$ cat src/core/fcp_pkg.sv
/*
 * Shared constants and types for the file control parameter template encoder.
 * Assumes the encoder and the characteristics formatter import the whole package.
 */
package fcp_pkg;

	// Object tags
	localparam logic [7:0] TAG_NAME = 8'h84;
	localparam logic [7:0] TAG_PROP = 8'hA5;
	localparam logic [7:0] TAG_CHR  = 8'h80;
	localparam logic [7:0] TAG_PWR  = 8'h81;
	localparam logic [7:0] TAG_FRQ  = 8'h82;
	localparam logic [7:0] TAG_MEM  = 8'h83;
	localparam logic [7:0] PRV_MASK = 8'hC0; // Private tags have b8 and b7 set

	// Fixed value lengths
	localparam logic [7:0] LEN_CHR = 8'h01;
	localparam logic [7:0] LEN_PWR = 8'h03;
	localparam logic [7:0] LEN_FRQ = 8'h01;
	localparam logic [7:0] LEN_PRV = 8'h01;
	localparam logic [7:0] HDR_LEN = 8'h02; // Tag byte plus length byte

	// Application identifier length bounds
	localparam logic [4:0] AID_MIN = 5'h01;
	localparam logic [4:0] AID_MAX = 5'h10;

	// Byte positions inside one object
	localparam logic [4:0] IDX_TAG = 5'h00;
	localparam logic [4:0] IDX_LEN = 5'h01;
	localparam logic [4:0] IDX_VAL = 5'h02;

	// Power object value positions
	localparam logic [4:0] PV_CLASS = 5'h00;
	localparam logic [4:0] PV_MA    = 5'h01;

	// Characteristics byte fields
	localparam int CHR_STOP_OK = 0;
	localparam int CHR_HIGH    = 2;
	localparam int CHR_LOW     = 3;
	localparam int CHR_VA      = 4;
	localparam int CHR_VC      = 6;
	localparam int CHR_RSV_LO  = 1;
	localparam int CHR_RSV_HI  = 7;

	localparam logic [7:0] PWR_MA_MASK = 8'h3F; // Consumption b6..b1, b8 b7 reserved
	localparam logic [7:0] NO_FREQ     = 8'hFF; // No frequency figure given

	// Master file, plain dedicated file, application directory, elementary file
	typedef enum logic [1:0] {FK_MASTER, FK_PLAIN, FK_APP, FK_ELEM} fcp_kind_t;

	typedef enum logic [2:0] {
		CS_NEVER, CS_HIGH_ONLY, CS_LOW_ONLY, CS_ANY, CS_ANY_HIGH, CS_ANY_LOW
	} fcp_stop_t;

	typedef enum logic [3:0] {
		O_IDLE, O_NAME, O_PROP, O_CHR, O_PWR, O_FRQ, O_MEM, O_PRV, O_DONE
	} fcp_obj_t;

	typedef struct packed {
		logic [7:0] vclass; // Supply class of the measurement
		logic [7:0] ma;     // Consumption in mA
		logic [7:0] ref_f;  // Reference frequency, 0.1 MHz steps
	} fcp_pwr_t;

	typedef struct packed {
		fcp_kind_t  kind;
		fcp_stop_t  stop;
		logic [2:0] volt;    // Classes C, B, A
		logic       chr_en;  // Characteristics for non-master files
		logic [1:0] pwr_cnt;
		logic [1:0] frq_cnt;
		logic       mem_en;
		logic       prv_en;
		logic [7:0] prv_tag;
		logic [7:0] prv_val;
		logic [4:0] aid_len;
	} fcp_cfg_t;

endpackage

$ cat src/core/fcp_aid_mem.sv
/*
 * Small store for the application identifier bytes, registered read port.
 * Assumes the writer does not change the bytes while a template is sent.
 */
`timescale 1ns/10ps
module fcp_aid_mem #(
	parameter int DEPTH = 16, // Bytes held
	parameter int AW    = 4   // Address width
) (
	input  wire logic          clk_in,   // System clock
	input  wire logic          rst_n_in, // Synchronised reset, active low
	input  wire logic          we_in,    // Write strobe
	input  wire logic [AW-1:0] waddr_in, // Write address
	input  wire logic [7:0]    wdata_in, // Write data
	input  wire logic [AW-1:0] raddr_in, // Read address
	output logic      [7:0]    rdata_out // Read data, one cycle late
);

	logic [7:0] mem [DEPTH];

	// Storage has no reset so it maps onto plain RAM
	always_ff @(posedge clk_in) begin
		if (we_in) begin
			mem[waddr_in] <= wdata_in;
		end
	end

	// Registered read keeps the output path short
	always_ff @(posedge clk_in or negedge rst_n_in) begin
		if (!rst_n_in) begin
			rdata_out <= 8'h00;
		end else begin
			rdata_out <= mem[raddr_in];
		end
	end

endmodule

$ cat src/core/fcp_chr_fmt.sv
/*
 * Builds the card characteristics byte from the clock stop policy and the
 * supported supply classes. Assumes inputs are held while a template is sent.
 */
`timescale 1ns/10ps
module fcp_chr_fmt (
	input  wire logic                clk_in,   // System clock
	input  wire logic                rst_n_in, // Synchronised reset, active low
	input  wire fcp_pkg::fcp_stop_t  stop_in,  // Clock stop policy
	input  wire logic [2:0]          volt_in,  // Supported classes C, B, A
	output logic      [7:0]          chr_out   // Characteristics byte
);
	import fcp_pkg::*;

	logic [7:0] chr_nxt;

	// Unused policy codes fall back to never stopping, the safe choice
	always_comb begin
		chr_nxt = 8'h00;
		case (stop_in)
			CS_HIGH_ONLY: chr_nxt[CHR_HIGH] = 1'b1;
			CS_LOW_ONLY:  chr_nxt[CHR_LOW] = 1'b1;
			CS_ANY:       chr_nxt[CHR_STOP_OK] = 1'b1;
			CS_ANY_HIGH: begin
				chr_nxt[CHR_STOP_OK] = 1'b1;
				chr_nxt[CHR_HIGH]    = 1'b1;
			end
			CS_ANY_LOW: begin
				chr_nxt[CHR_STOP_OK] = 1'b1;
				chr_nxt[CHR_LOW]     = 1'b1;
			end
			default: chr_nxt = 8'h00;
		endcase
		chr_nxt[CHR_VC:CHR_VA] = volt_in;
		chr_nxt[CHR_RSV_HI]    = 1'b0;
		chr_nxt[CHR_RSV_LO]    = 1'b0;
	end

	// Registered so the encoder sees a settled byte
	always_ff @(posedge clk_in or negedge rst_n_in) begin
		if (!rst_n_in) begin
			chr_out <= 8'h00;
		end else begin
			chr_out <= chr_nxt;
		end
	end

endmodule

$ cat src/core/fcp_encoder.sv
/*
 * Card side encoder of the file control parameter name and proprietary
 * template. It streams the bytes out with a valid/ready handshake.
 * Assumes CFG_IN, PWR_IN, FRQ_IN and MEM_FREE_IN hold steady while BUSY_OUT
 * is high, and that the identifier store is not written meanwhile.
 */
`timescale 1ns/10ps
// Summary of operation
// - Name tag 84, length one to sixteen
// - Template tag A5, single length byte
// - Private objects follow defined objects, b8 b7 set
// - Same tag objects stay contiguous, order kept
// - Characteristics object always sent for master file
// - Power objects only for application directories
// - Minimum frequency only for application directories
// - Free memory object never for elementary files
// - b1 set: stop either level, b4 b3 preference
// - b1 clear: b3 high, b4 low, none never
// - b5 b6 b7 flag classes A B C
// - Characteristics b8 and b2 forced zero
// - Power value: class, consumption, reference frequency
// - Consumption b6..b1 mA, b8 b7 zero
// - Reference frequency 0.1 MHz steps, FF none
// - Minimum frequency one byte, FF none
// - Free memory at least two bytes, MSB first
module fcp_encoder #(
	parameter int NPWR      = 2, // Power objects supplied
	parameter int NFRQ      = 2, // Minimum frequency objects supplied
	parameter int MEM_BYTES = 2  // Free memory figure width in bytes
) (
	input  wire logic                           CLOCK_IN,       // System clock
	input  wire logic                           RSTN_IN,        // Async reset, active low
	input  wire logic                           START_IN,       // Start a template
	input  wire fcp_pkg::fcp_cfg_t              CFG_IN,         // Template contents
	input  wire fcp_pkg::fcp_pwr_t [NPWR-1:0]   PWR_IN,         // Power objects, in order
	input  wire logic [NFRQ-1:0][7:0]           FRQ_IN,         // Minimum frequencies
	input  wire logic [8*MEM_BYTES-1:0]         MEM_FREE_IN,    // Free byte count
	input  wire logic                           AID_WE_IN,      // Identifier write strobe
	input  wire logic [3:0]                     AID_ADDR_IN,    // Identifier byte index
	input  wire logic [7:0]                     AID_DATA_IN,    // Identifier byte
	input  wire logic                           BYTE_READY_IN,  // Consumer takes byte
	output logic      [7:0]                     BYTE_OUT,       // Output byte
	output logic                                BYTE_VALID_OUT, // Byte valid
	output logic                                BYTE_LAST_OUT,  // Final byte
	output logic                                BUSY_OUT,       // Template in progress
	output logic                                DONE_OUT,       // Template finished
	output logic                                ERR_OUT         // Start refused
);
	import fcp_pkg::*;

	logic       rst_s1;
	logic       rst_n;
	fcp_cfg_t   cfg_r;
	logic [8:0] pres_r;
	logic [8:0] pres_nxt;
	fcp_obj_t   obj_r;
	fcp_obj_t   obj_nxt;
	fcp_obj_t   nxt_obj;
	logic [4:0] idx_r;
	logic [4:0] idx_nxt;
	logic [1:0] inst_r;
	logic [1:0] inst_nxt;
	logic [7:0] prop_len_r;
	logic [7:0] prop_len_nxt;
	logic [4:0] last_idx;
	logic [4:0] vi;
	logic [1:0] cnt_sel;
	logic       more_inst;
	logic       is_last;
	logic       slot;
	logic       load;
	logic       start_ok;
	logic       cfg_bad;
	logic [7:0] cur_byte;
	logic [7:0] aid_byte;
	logic [7:0] chr_byte;
	logic [8*MEM_BYTES-1:0] mem_sh;

	// Next object present after cur; the last entry is always present
	function automatic fcp_obj_t next_obj(input fcp_obj_t cur, input logic [8:0] pres);
		fcp_obj_t r;
		r = O_DONE;
		for (int i = int'(O_DONE); i > int'(cur); i--) begin
			if (pres[i]) begin
				r = fcp_obj_t'(i);
			end
		end
		return r;
	endfunction

	// Reset release through two flops
	always_ff @(posedge CLOCK_IN or negedge RSTN_IN) begin
		if (!RSTN_IN) begin
			rst_s1 <= 1'b0;
			rst_n  <= 1'b0;
		end else begin
			rst_s1 <= 1'b1;
			rst_n  <= rst_s1;
		end
	end

	// Which objects a start will emit, decided by file kind, the object counts and the enables
	always_comb begin
		pres_nxt          = 9'h000;
		pres_nxt[O_NAME]  = (CFG_IN.kind == FK_APP);
		pres_nxt[O_PROP]  = 1'b1;
		pres_nxt[O_CHR]   = (CFG_IN.kind == FK_MASTER) || CFG_IN.chr_en;
		pres_nxt[O_PWR]   = (CFG_IN.kind == FK_APP) && (CFG_IN.pwr_cnt != 2'h0);
		pres_nxt[O_FRQ]   = (CFG_IN.kind == FK_APP) && (CFG_IN.frq_cnt != 2'h0);
		pres_nxt[O_MEM]   = (CFG_IN.kind != FK_ELEM) && CFG_IN.mem_en;
		pres_nxt[O_PRV]   = CFG_IN.prv_en;
		pres_nxt[O_DONE]  = 1'b1;
	end

	// Template length is the sum of the nested objects, fixed at start
	always_comb begin
		int n;
		n = 0;
		if (pres_nxt[O_CHR]) n = n + int'(HDR_LEN + LEN_CHR);
		if (pres_nxt[O_PWR]) n = n + int'(CFG_IN.pwr_cnt) * int'(HDR_LEN + LEN_PWR);
		if (pres_nxt[O_FRQ]) n = n + int'(CFG_IN.frq_cnt) * int'(HDR_LEN + LEN_FRQ);
		if (pres_nxt[O_MEM]) n = n + int'(HDR_LEN) + MEM_BYTES;
		if (pres_nxt[O_PRV]) n = n + int'(HDR_LEN + LEN_PRV);
		prop_len_nxt = 8'(n);
	end

	// Refuse identifiers out of range and more objects than supplied
	assign cfg_bad  = ((CFG_IN.kind == FK_APP) &&
			((CFG_IN.aid_len < AID_MIN) || (CFG_IN.aid_len > AID_MAX))) ||
			(int'(CFG_IN.pwr_cnt) > NPWR) || (int'(CFG_IN.frq_cnt) > NFRQ);
	assign start_ok = START_IN && !BUSY_OUT && !cfg_bad;
	assign slot     = !BYTE_VALID_OUT || BYTE_READY_IN;
	assign load     = BUSY_OUT && (obj_r != O_DONE) && slot;
	assign nxt_obj  = next_obj(obj_r, pres_r);

	// Last byte index of the current object and repeat handling
	always_comb begin
		case (obj_r)
			O_NAME:  last_idx = IDX_LEN + cfg_r.aid_len;
			O_CHR:   last_idx = IDX_LEN + LEN_CHR[4:0];
			O_PWR:   last_idx = IDX_LEN + LEN_PWR[4:0];
			O_FRQ:   last_idx = IDX_LEN + LEN_FRQ[4:0];
			O_MEM:   last_idx = IDX_LEN + 5'(MEM_BYTES);
			O_PRV:   last_idx = IDX_LEN + LEN_PRV[4:0];
			default: last_idx = IDX_LEN; // Template header only, children follow
		endcase
		cnt_sel   = (obj_r == O_PWR) ? cfg_r.pwr_cnt : cfg_r.frq_cnt;
		more_inst = ((obj_r == O_PWR) || (obj_r == O_FRQ)) &&
				((3'(inst_r) + 3'h1) < 3'(cnt_sel));
		is_last   = (idx_r == last_idx) && !more_inst && (nxt_obj == O_DONE);
	end

	// Walk position; same tag instances go out back to back in index order
	always_comb begin
		obj_nxt  = obj_r;
		idx_nxt  = idx_r;
		inst_nxt = inst_r;
		if (start_ok) begin
			obj_nxt  = next_obj(O_IDLE, pres_nxt);
			idx_nxt  = IDX_TAG;
			inst_nxt = 2'h0;
		end else if (load) begin
			if (idx_r != last_idx) begin
				idx_nxt = idx_r + 5'h01;
			end else if (more_inst) begin
				idx_nxt  = IDX_TAG;
				inst_nxt = inst_r + 2'h1;
			end else begin
				obj_nxt  = nxt_obj;
				idx_nxt  = IDX_TAG;
				inst_nxt = 2'h0;
			end
		end
	end

	// Position registers
	always_ff @(posedge CLOCK_IN or negedge rst_n) begin
		if (!rst_n) begin
			obj_r  <= O_IDLE;
			idx_r  <= IDX_TAG;
			inst_r <= 2'h0;
		end else begin
			obj_r  <= obj_nxt;
			idx_r  <= idx_nxt;
			inst_r <= inst_nxt;
		end
	end

	// Configuration captured on an accepted start
	always_ff @(posedge CLOCK_IN or negedge rst_n) begin
		if (!rst_n) begin
			cfg_r      <= '0;
			pres_r     <= 9'h000;
			prop_len_r <= 8'h00;
		end else if (start_ok) begin
			cfg_r      <= CFG_IN;
			pres_r     <= pres_nxt;
			prop_len_r <= prop_len_nxt;
		end
	end

	// Byte for the current position
	always_comb begin
		vi       = idx_r - IDX_VAL;
		mem_sh   = MEM_FREE_IN >> (8 * (MEM_BYTES - 1 - int'(vi)));
		cur_byte = 8'h00;
		if (idx_r == IDX_TAG) begin
			case (obj_r)
				O_NAME:  cur_byte = TAG_NAME;
				O_PROP:  cur_byte = TAG_PROP;
				O_CHR:   cur_byte = TAG_CHR;
				O_PWR:   cur_byte = TAG_PWR;
				O_FRQ:   cur_byte = TAG_FRQ;
				O_MEM:   cur_byte = TAG_MEM;
				default: cur_byte = cfg_r.prv_tag | PRV_MASK;
			endcase
		end else if (idx_r == IDX_LEN) begin
			case (obj_r)
				O_NAME:  cur_byte = {3'h0, cfg_r.aid_len};
				O_PROP:  cur_byte = prop_len_r;
				O_CHR:   cur_byte = LEN_CHR;
				O_PWR:   cur_byte = LEN_PWR;
				O_FRQ:   cur_byte = LEN_FRQ;
				O_MEM:   cur_byte = 8'(MEM_BYTES);
				default: cur_byte = LEN_PRV;
			endcase
		end else begin
			case (obj_r)
				O_NAME: cur_byte = aid_byte;
				O_CHR:  cur_byte = chr_byte;
				O_PWR: begin
					if (vi == PV_CLASS) begin
						cur_byte = PWR_IN[inst_r].vclass;
					end else if (vi == PV_MA) begin
						cur_byte = PWR_IN[inst_r].ma & PWR_MA_MASK;
					end else begin
						cur_byte = PWR_IN[inst_r].ref_f;
					end
				end
				O_FRQ:   cur_byte = FRQ_IN[inst_r];
				O_MEM:   cur_byte = mem_sh[7:0];
				default: cur_byte = cfg_r.prv_val;
			endcase
		end
	end

	// Output byte stage; held unchanged while the consumer stalls
	always_ff @(posedge CLOCK_IN or negedge rst_n) begin
		if (!rst_n) begin
			BYTE_OUT       <= 8'h00;
			BYTE_VALID_OUT <= 1'b0;
			BYTE_LAST_OUT  <= 1'b0;
		end else if (load) begin
			BYTE_OUT       <= cur_byte;
			BYTE_VALID_OUT <= 1'b1;
			BYTE_LAST_OUT  <= is_last;
		end else if (BYTE_READY_IN) begin
			BYTE_VALID_OUT <= 1'b0;
			BYTE_LAST_OUT  <= 1'b0;
		end
	end

	// Busy from accepted start until the last byte is taken
	always_ff @(posedge CLOCK_IN or negedge rst_n) begin
		if (!rst_n) begin
			BUSY_OUT <= 1'b0;
			DONE_OUT <= 1'b0;
			ERR_OUT  <= 1'b0;
		end else begin
			DONE_OUT <= BUSY_OUT && (obj_r == O_DONE) && slot;
			ERR_OUT  <= START_IN && !BUSY_OUT && cfg_bad;
			if (start_ok) begin
				BUSY_OUT <= 1'b1;
			end else if ((obj_r == O_DONE) && slot) begin
				BUSY_OUT <= 1'b0;
			end
		end
	end

	// Read address tracks the next position so data is ready in time
	fcp_aid_mem #(
		.DEPTH (16),
		.AW    (4)
	) u_aid (
		.clk_in    (CLOCK_IN),
		.rst_n_in  (rst_n),
		.we_in     (AID_WE_IN),
		.waddr_in  (AID_ADDR_IN),
		.wdata_in  (AID_DATA_IN),
		.raddr_in  (4'(idx_nxt - IDX_VAL)),
		.rdata_out (aid_byte)
	);

	fcp_chr_fmt u_chr (
		.clk_in   (CLOCK_IN),
		.rst_n_in (rst_n),
		.stop_in  (cfg_r.stop),
		.volt_in  (cfg_r.volt),
		.chr_out  (chr_byte)
	);
endmodule

$ cat config.mk
export PLATFORM = sky130hd
export DESIGN_NAME = fcp_encoder
export DESIGN_NICKNAME = d
export VERILOG_FILES = /design/src/core/fcp_pkg.sv /design/src/core/fcp_aid_mem.sv /design/src/core/fcp_chr_fmt.sv /design/src/core/fcp_encoder.sv
export SDC_FILE = /design/constraint.sdc
export NUM_CORES = 1
export LEC_CHECK = 0
export BUFFER_PORTS_ARGS = -buffer_cell sky130_fd_sc_hd__buf_2
export CORE_UTILIZATION = 45
export CTS_CLUSTER_DIAMETER = 80
export DETAILED_ROUTE_END_ITERATION = 12
export PLACE_DENSITY = 0.65
export SLEW_MARGIN = 20
export SYNTH_ARGS = -nofsm -noshare
export SYNTH_HDL_FRONTEND = slang
export SYNTH_SLANG_ARGS = --single-unit
export TNS_END_PERCENT = 30
$ cat constraint.sdc
create_clock -name CLOCK_IN -period 2.8 [get_ports CLOCK_IN]
set_input_delay 0 -clock CLOCK_IN [delete_from_list [all_inputs] [get_ports CLOCK_IN]]
set_output_delay 0 -clock CLOCK_IN [all_outputs]
set_load 0.03 [all_outputs]
==> run metrics <==
status finished, violations left; failing checks negative setup slack; post-route ant nets 0; Pleak 5.99 nW; Fin. Hold Viols 0; leading area contributor after synthesis edfxtp_1; clock buffer depth 3; vias in the first global route 8802; worst slew pin tran 0.954 ns; hold_sp AID_ADDR_IN[0]; final std cells w/o fill 1606; Yosys cell types 81; Worst Hold Endpoint u_aid.mem[0][7]$_DFFE_PP_; row cnt 56; io pins 146; antenna diode count 0; synth cell count leaders nand2_1, edfxtp_1, dfrtp_1; largest net degree at the start of global routing 83; Die Wd 157 um; clock-pin slew on the worst setup and hold paths 0.06 ns; CP endpoint kind register; TritonCTS clock tree yes; CTS Root Cell clkbuf_16; startpoint class of the critical path register; Synth Flop Type edfxtp_1; min Tclk post-route 3.05 ns; DR WL/cell 19.4 um; initial antenna violation count 0; via-per-instance ratio 5.52; top-area cell type share of the netlist area 35.5%; starting density of the core 46.0%; DRC 0; mux contribution to synthesized area 8.00%; PortBufs 139; Placed Area 12900 sq um; Pwr per Cell Area 1190 nW/um^2; total track usage 25.4%; max cap viols 0; Hold WS 0.0196 ns; Overflow after GRT 0; first drt pass iteration count 5; CTS H-Tree Depth 1; DRT Wirelength 31.2 mm; final worst slack -0.248 ns; Routability Congestion 0.899; WP data arrival 3.49 ns; core area 23500 sq um; Reg2Reg Setup Slack -0.25 ns; fin crit share 109%; Multi-input gate area 4920 sq um; first-pass GRT wire length 47.3 mm; clk_skew 0.0251 ns; post-layout instance area 14500 sq um; Worst Path Max Fanout 3; Die ar. 24700 sq um; cells after synthesis 974; Initial DRC Count 559; RR Endpoint u_aid.rdata_out[1]$_DFF_PN0_; via count 8870; FF-to-FF Start obj_r[2]$_DFFE_PN0P_; Max-slew headroom 36.2%; syn avg cell area 11.1 sq um; placed insts 1504; xor/xnor share of the synthesized area 1.93%; RSZ-0062 raised after global routing yes; final core utilization 61.5%; yosys warns 0; register area share after synthesis 54.9%; crit path kind register to register; count leader, synth nand2_1; clock latency on the worst-skew pair 0.53 ns; Synth Area in Adders 3.42%; Fillers 1957; Syn Nets 1134; CP required 3.24 ns; Worst VDD drop 0.877 mV; Synth-to-Final Area Change 33.6%; Max Slew Vio Count 0; area share of and/or/nand/nor cells after synthesis 13.3%; Max Freq 328 MHz; Synth Area in Compound Gates 15.3%; layout cells sized above 1 30.1%; Die Height 157 um; clk sink count 212; Inserted Clock Buffers 24; Hold Path Depth 3; Fin Setup TNS -2.18 ns; Hold Crit Class input port to register; asr flop ratio synth 39.6%; top post-synthesis cells by area edfxtp_1, dfrtp_1, mux2i_1, nand2_1, ha_1; Final nets 1430; post-DP HPWL 22.3 mm; Post-Syn Area 10800 sq um; largest family of logic cells by synthesized area compound AO/OA/AOI/OAI gates; # setup viols final 10; R2R cell count 11; EDFF count, synth 128; Register Area 5950 sq um; Yosys reg bits 212
## power by group
| part | switching, mW | total, mW | internal [mW] |
|---|---|---|---|
| clock network | 1.28 | 3.01 | 1.72 |
| registers | 0.460 | 4.39 | 3.93 |
| logic | 5.34 | 9.85 | 4.51 |
## placed cells by master (no fill, tap or decap), types with 7 or more instances in the layout
cell	netlist	routed
o211ai_1	10	10
nor3_1	15	14
a31oi_1	14	14
and2_1	11	11
nand3_1	13	12
a2111oi_2	0	9
buf_2	9	139
dlygate4sd3_1	0	54
xor2_1	10	9
o2bb2ai_1	7	7
a2111oi_0	17	7
a221o_1	14	14
edfxtp_1	128	128
ha_1	24	19
nor2_1	72	67
a21oi_1	38	36
inv_1	27	26
a221oi_1	12	8
clkbuf_1	32	7
dfrtp_1	84	83
nand2_1	156	152
buf_4	1	112
xnor2_1	12	8
o22ai_1	13	12
nand2b_1	9	8
clkbuf_16	0	24
o21ai_0	55	53
buf_12	0	10
mux2i_1	63	62
## worst max path at each step
stage / endpoint / from / slack (ns) / depth (start not counted)
final: u_aid.rdata_out[1]$_DFF_PN0_ / obj_r[2]$_DFFE_PN0P_ / -0.25 / 11
after global routing: u_aid.rdata_out[7]$_DFF_PN0_ / obj_r[3]$_DFFE_PN0P_ / -0.36 / 11
after CTS: u_aid.rdata_out[5]$_DFF_PN0_ / obj_r[3]$_DFFE_PN0P_ / -0.28 / 11
after detailed placement: prop_len_r[6]$_DFFE_PN0P_ / CFG_IN[35] / -0.78 / 18
after global placement: prop_len_r[6]$_DFFE_PN0P_ / CFG_IN[35] / -0.68 / 18
after floorplan: prop_len_r[6]$_DFFE_PN0P_ / CFG_IN[27] / -0.52 / 17
## timing repair
action,in CTS,in global routing
pin swaps,10,7
gates resized for setup,21,20
endpoints found under the setup margin,11,20
buffers inserted,3,1
hold endpoints to repair,172,0
hold buffers,54,0
## flip-flops by register name (all words and copies together), names as in the netlist, 2 cells and up
signal / flops
idx_r: 5
u_aid.rdata_out: 8
obj_r: 4
u_chr.chr_out: 6
cfg_r: 29
inst_r: 2
pres_r: 7
u_aid.mem: 128
BYTE_OUT: 8
prop_len_r: 8
## logic make-up (layout without fill, tap and decap cells)
logic type / Yosys count / after routing
AO/OA/AOI/OAI: 235 / 235
XOR/XNOR: 23 / 23
AND/OR/NAND/NOR: 319 / 319
flip-flops: 212 / 212
buffers and inverters: 79 / 392
adder cells (fa/ha/maj): 28 / 28
other: 1 / 1
multiplexers: 77 / 77
## worst max-delay path, stage by stage, from the launching register on
cell and delay [ns]:
dfrtp_1 0.40, or4b_4 0.53, or4_4 0.43, o211a_4 0.15, and2_4 0.16, a21oi_4 0.17, nand2b_4 0.08, ha_4 0.18
buf_6 0.12, xnor2_4 0.14, a221o_1 0.34, a221oi_1 0.26
## through the flow
stage	setup slack (ns)	total power, mW
detailed placement	-0.781	13.4
CTS	-0.279	17.0
finish	-0.248	17.2
global placement	-0.684	13.3
floorplan	-0.521	9.96
global route	-0.360	18.2
## per-layer routing
metal / wire length (um) / vias up / part of all wire (%) / global-route usage, %
met3: 1810 / 69 / 5.8 / 3.44
li1: - / 4205 / - / -
met2: 15700 / 322 / 50 / 45.3
met5: 0 / - / 0 / 0
met4: 1100 / 0 / 3.5 / 9.52
met1: 12600 / 4274 / 40 / 31.1
## area by class of cell
cell class / count / share of cell area (%)
flip-flops and latches: 212 / 41.1
clock buffers: 32 / 4.43
repair buffers: 319 / 16.0
inverters: 30 / 0.847
multi-input cells: 683 / 34.0
well taps: 319 / 2.76
clock inverters: 11 / 0.813
Power figures use the tool's default switching activity.
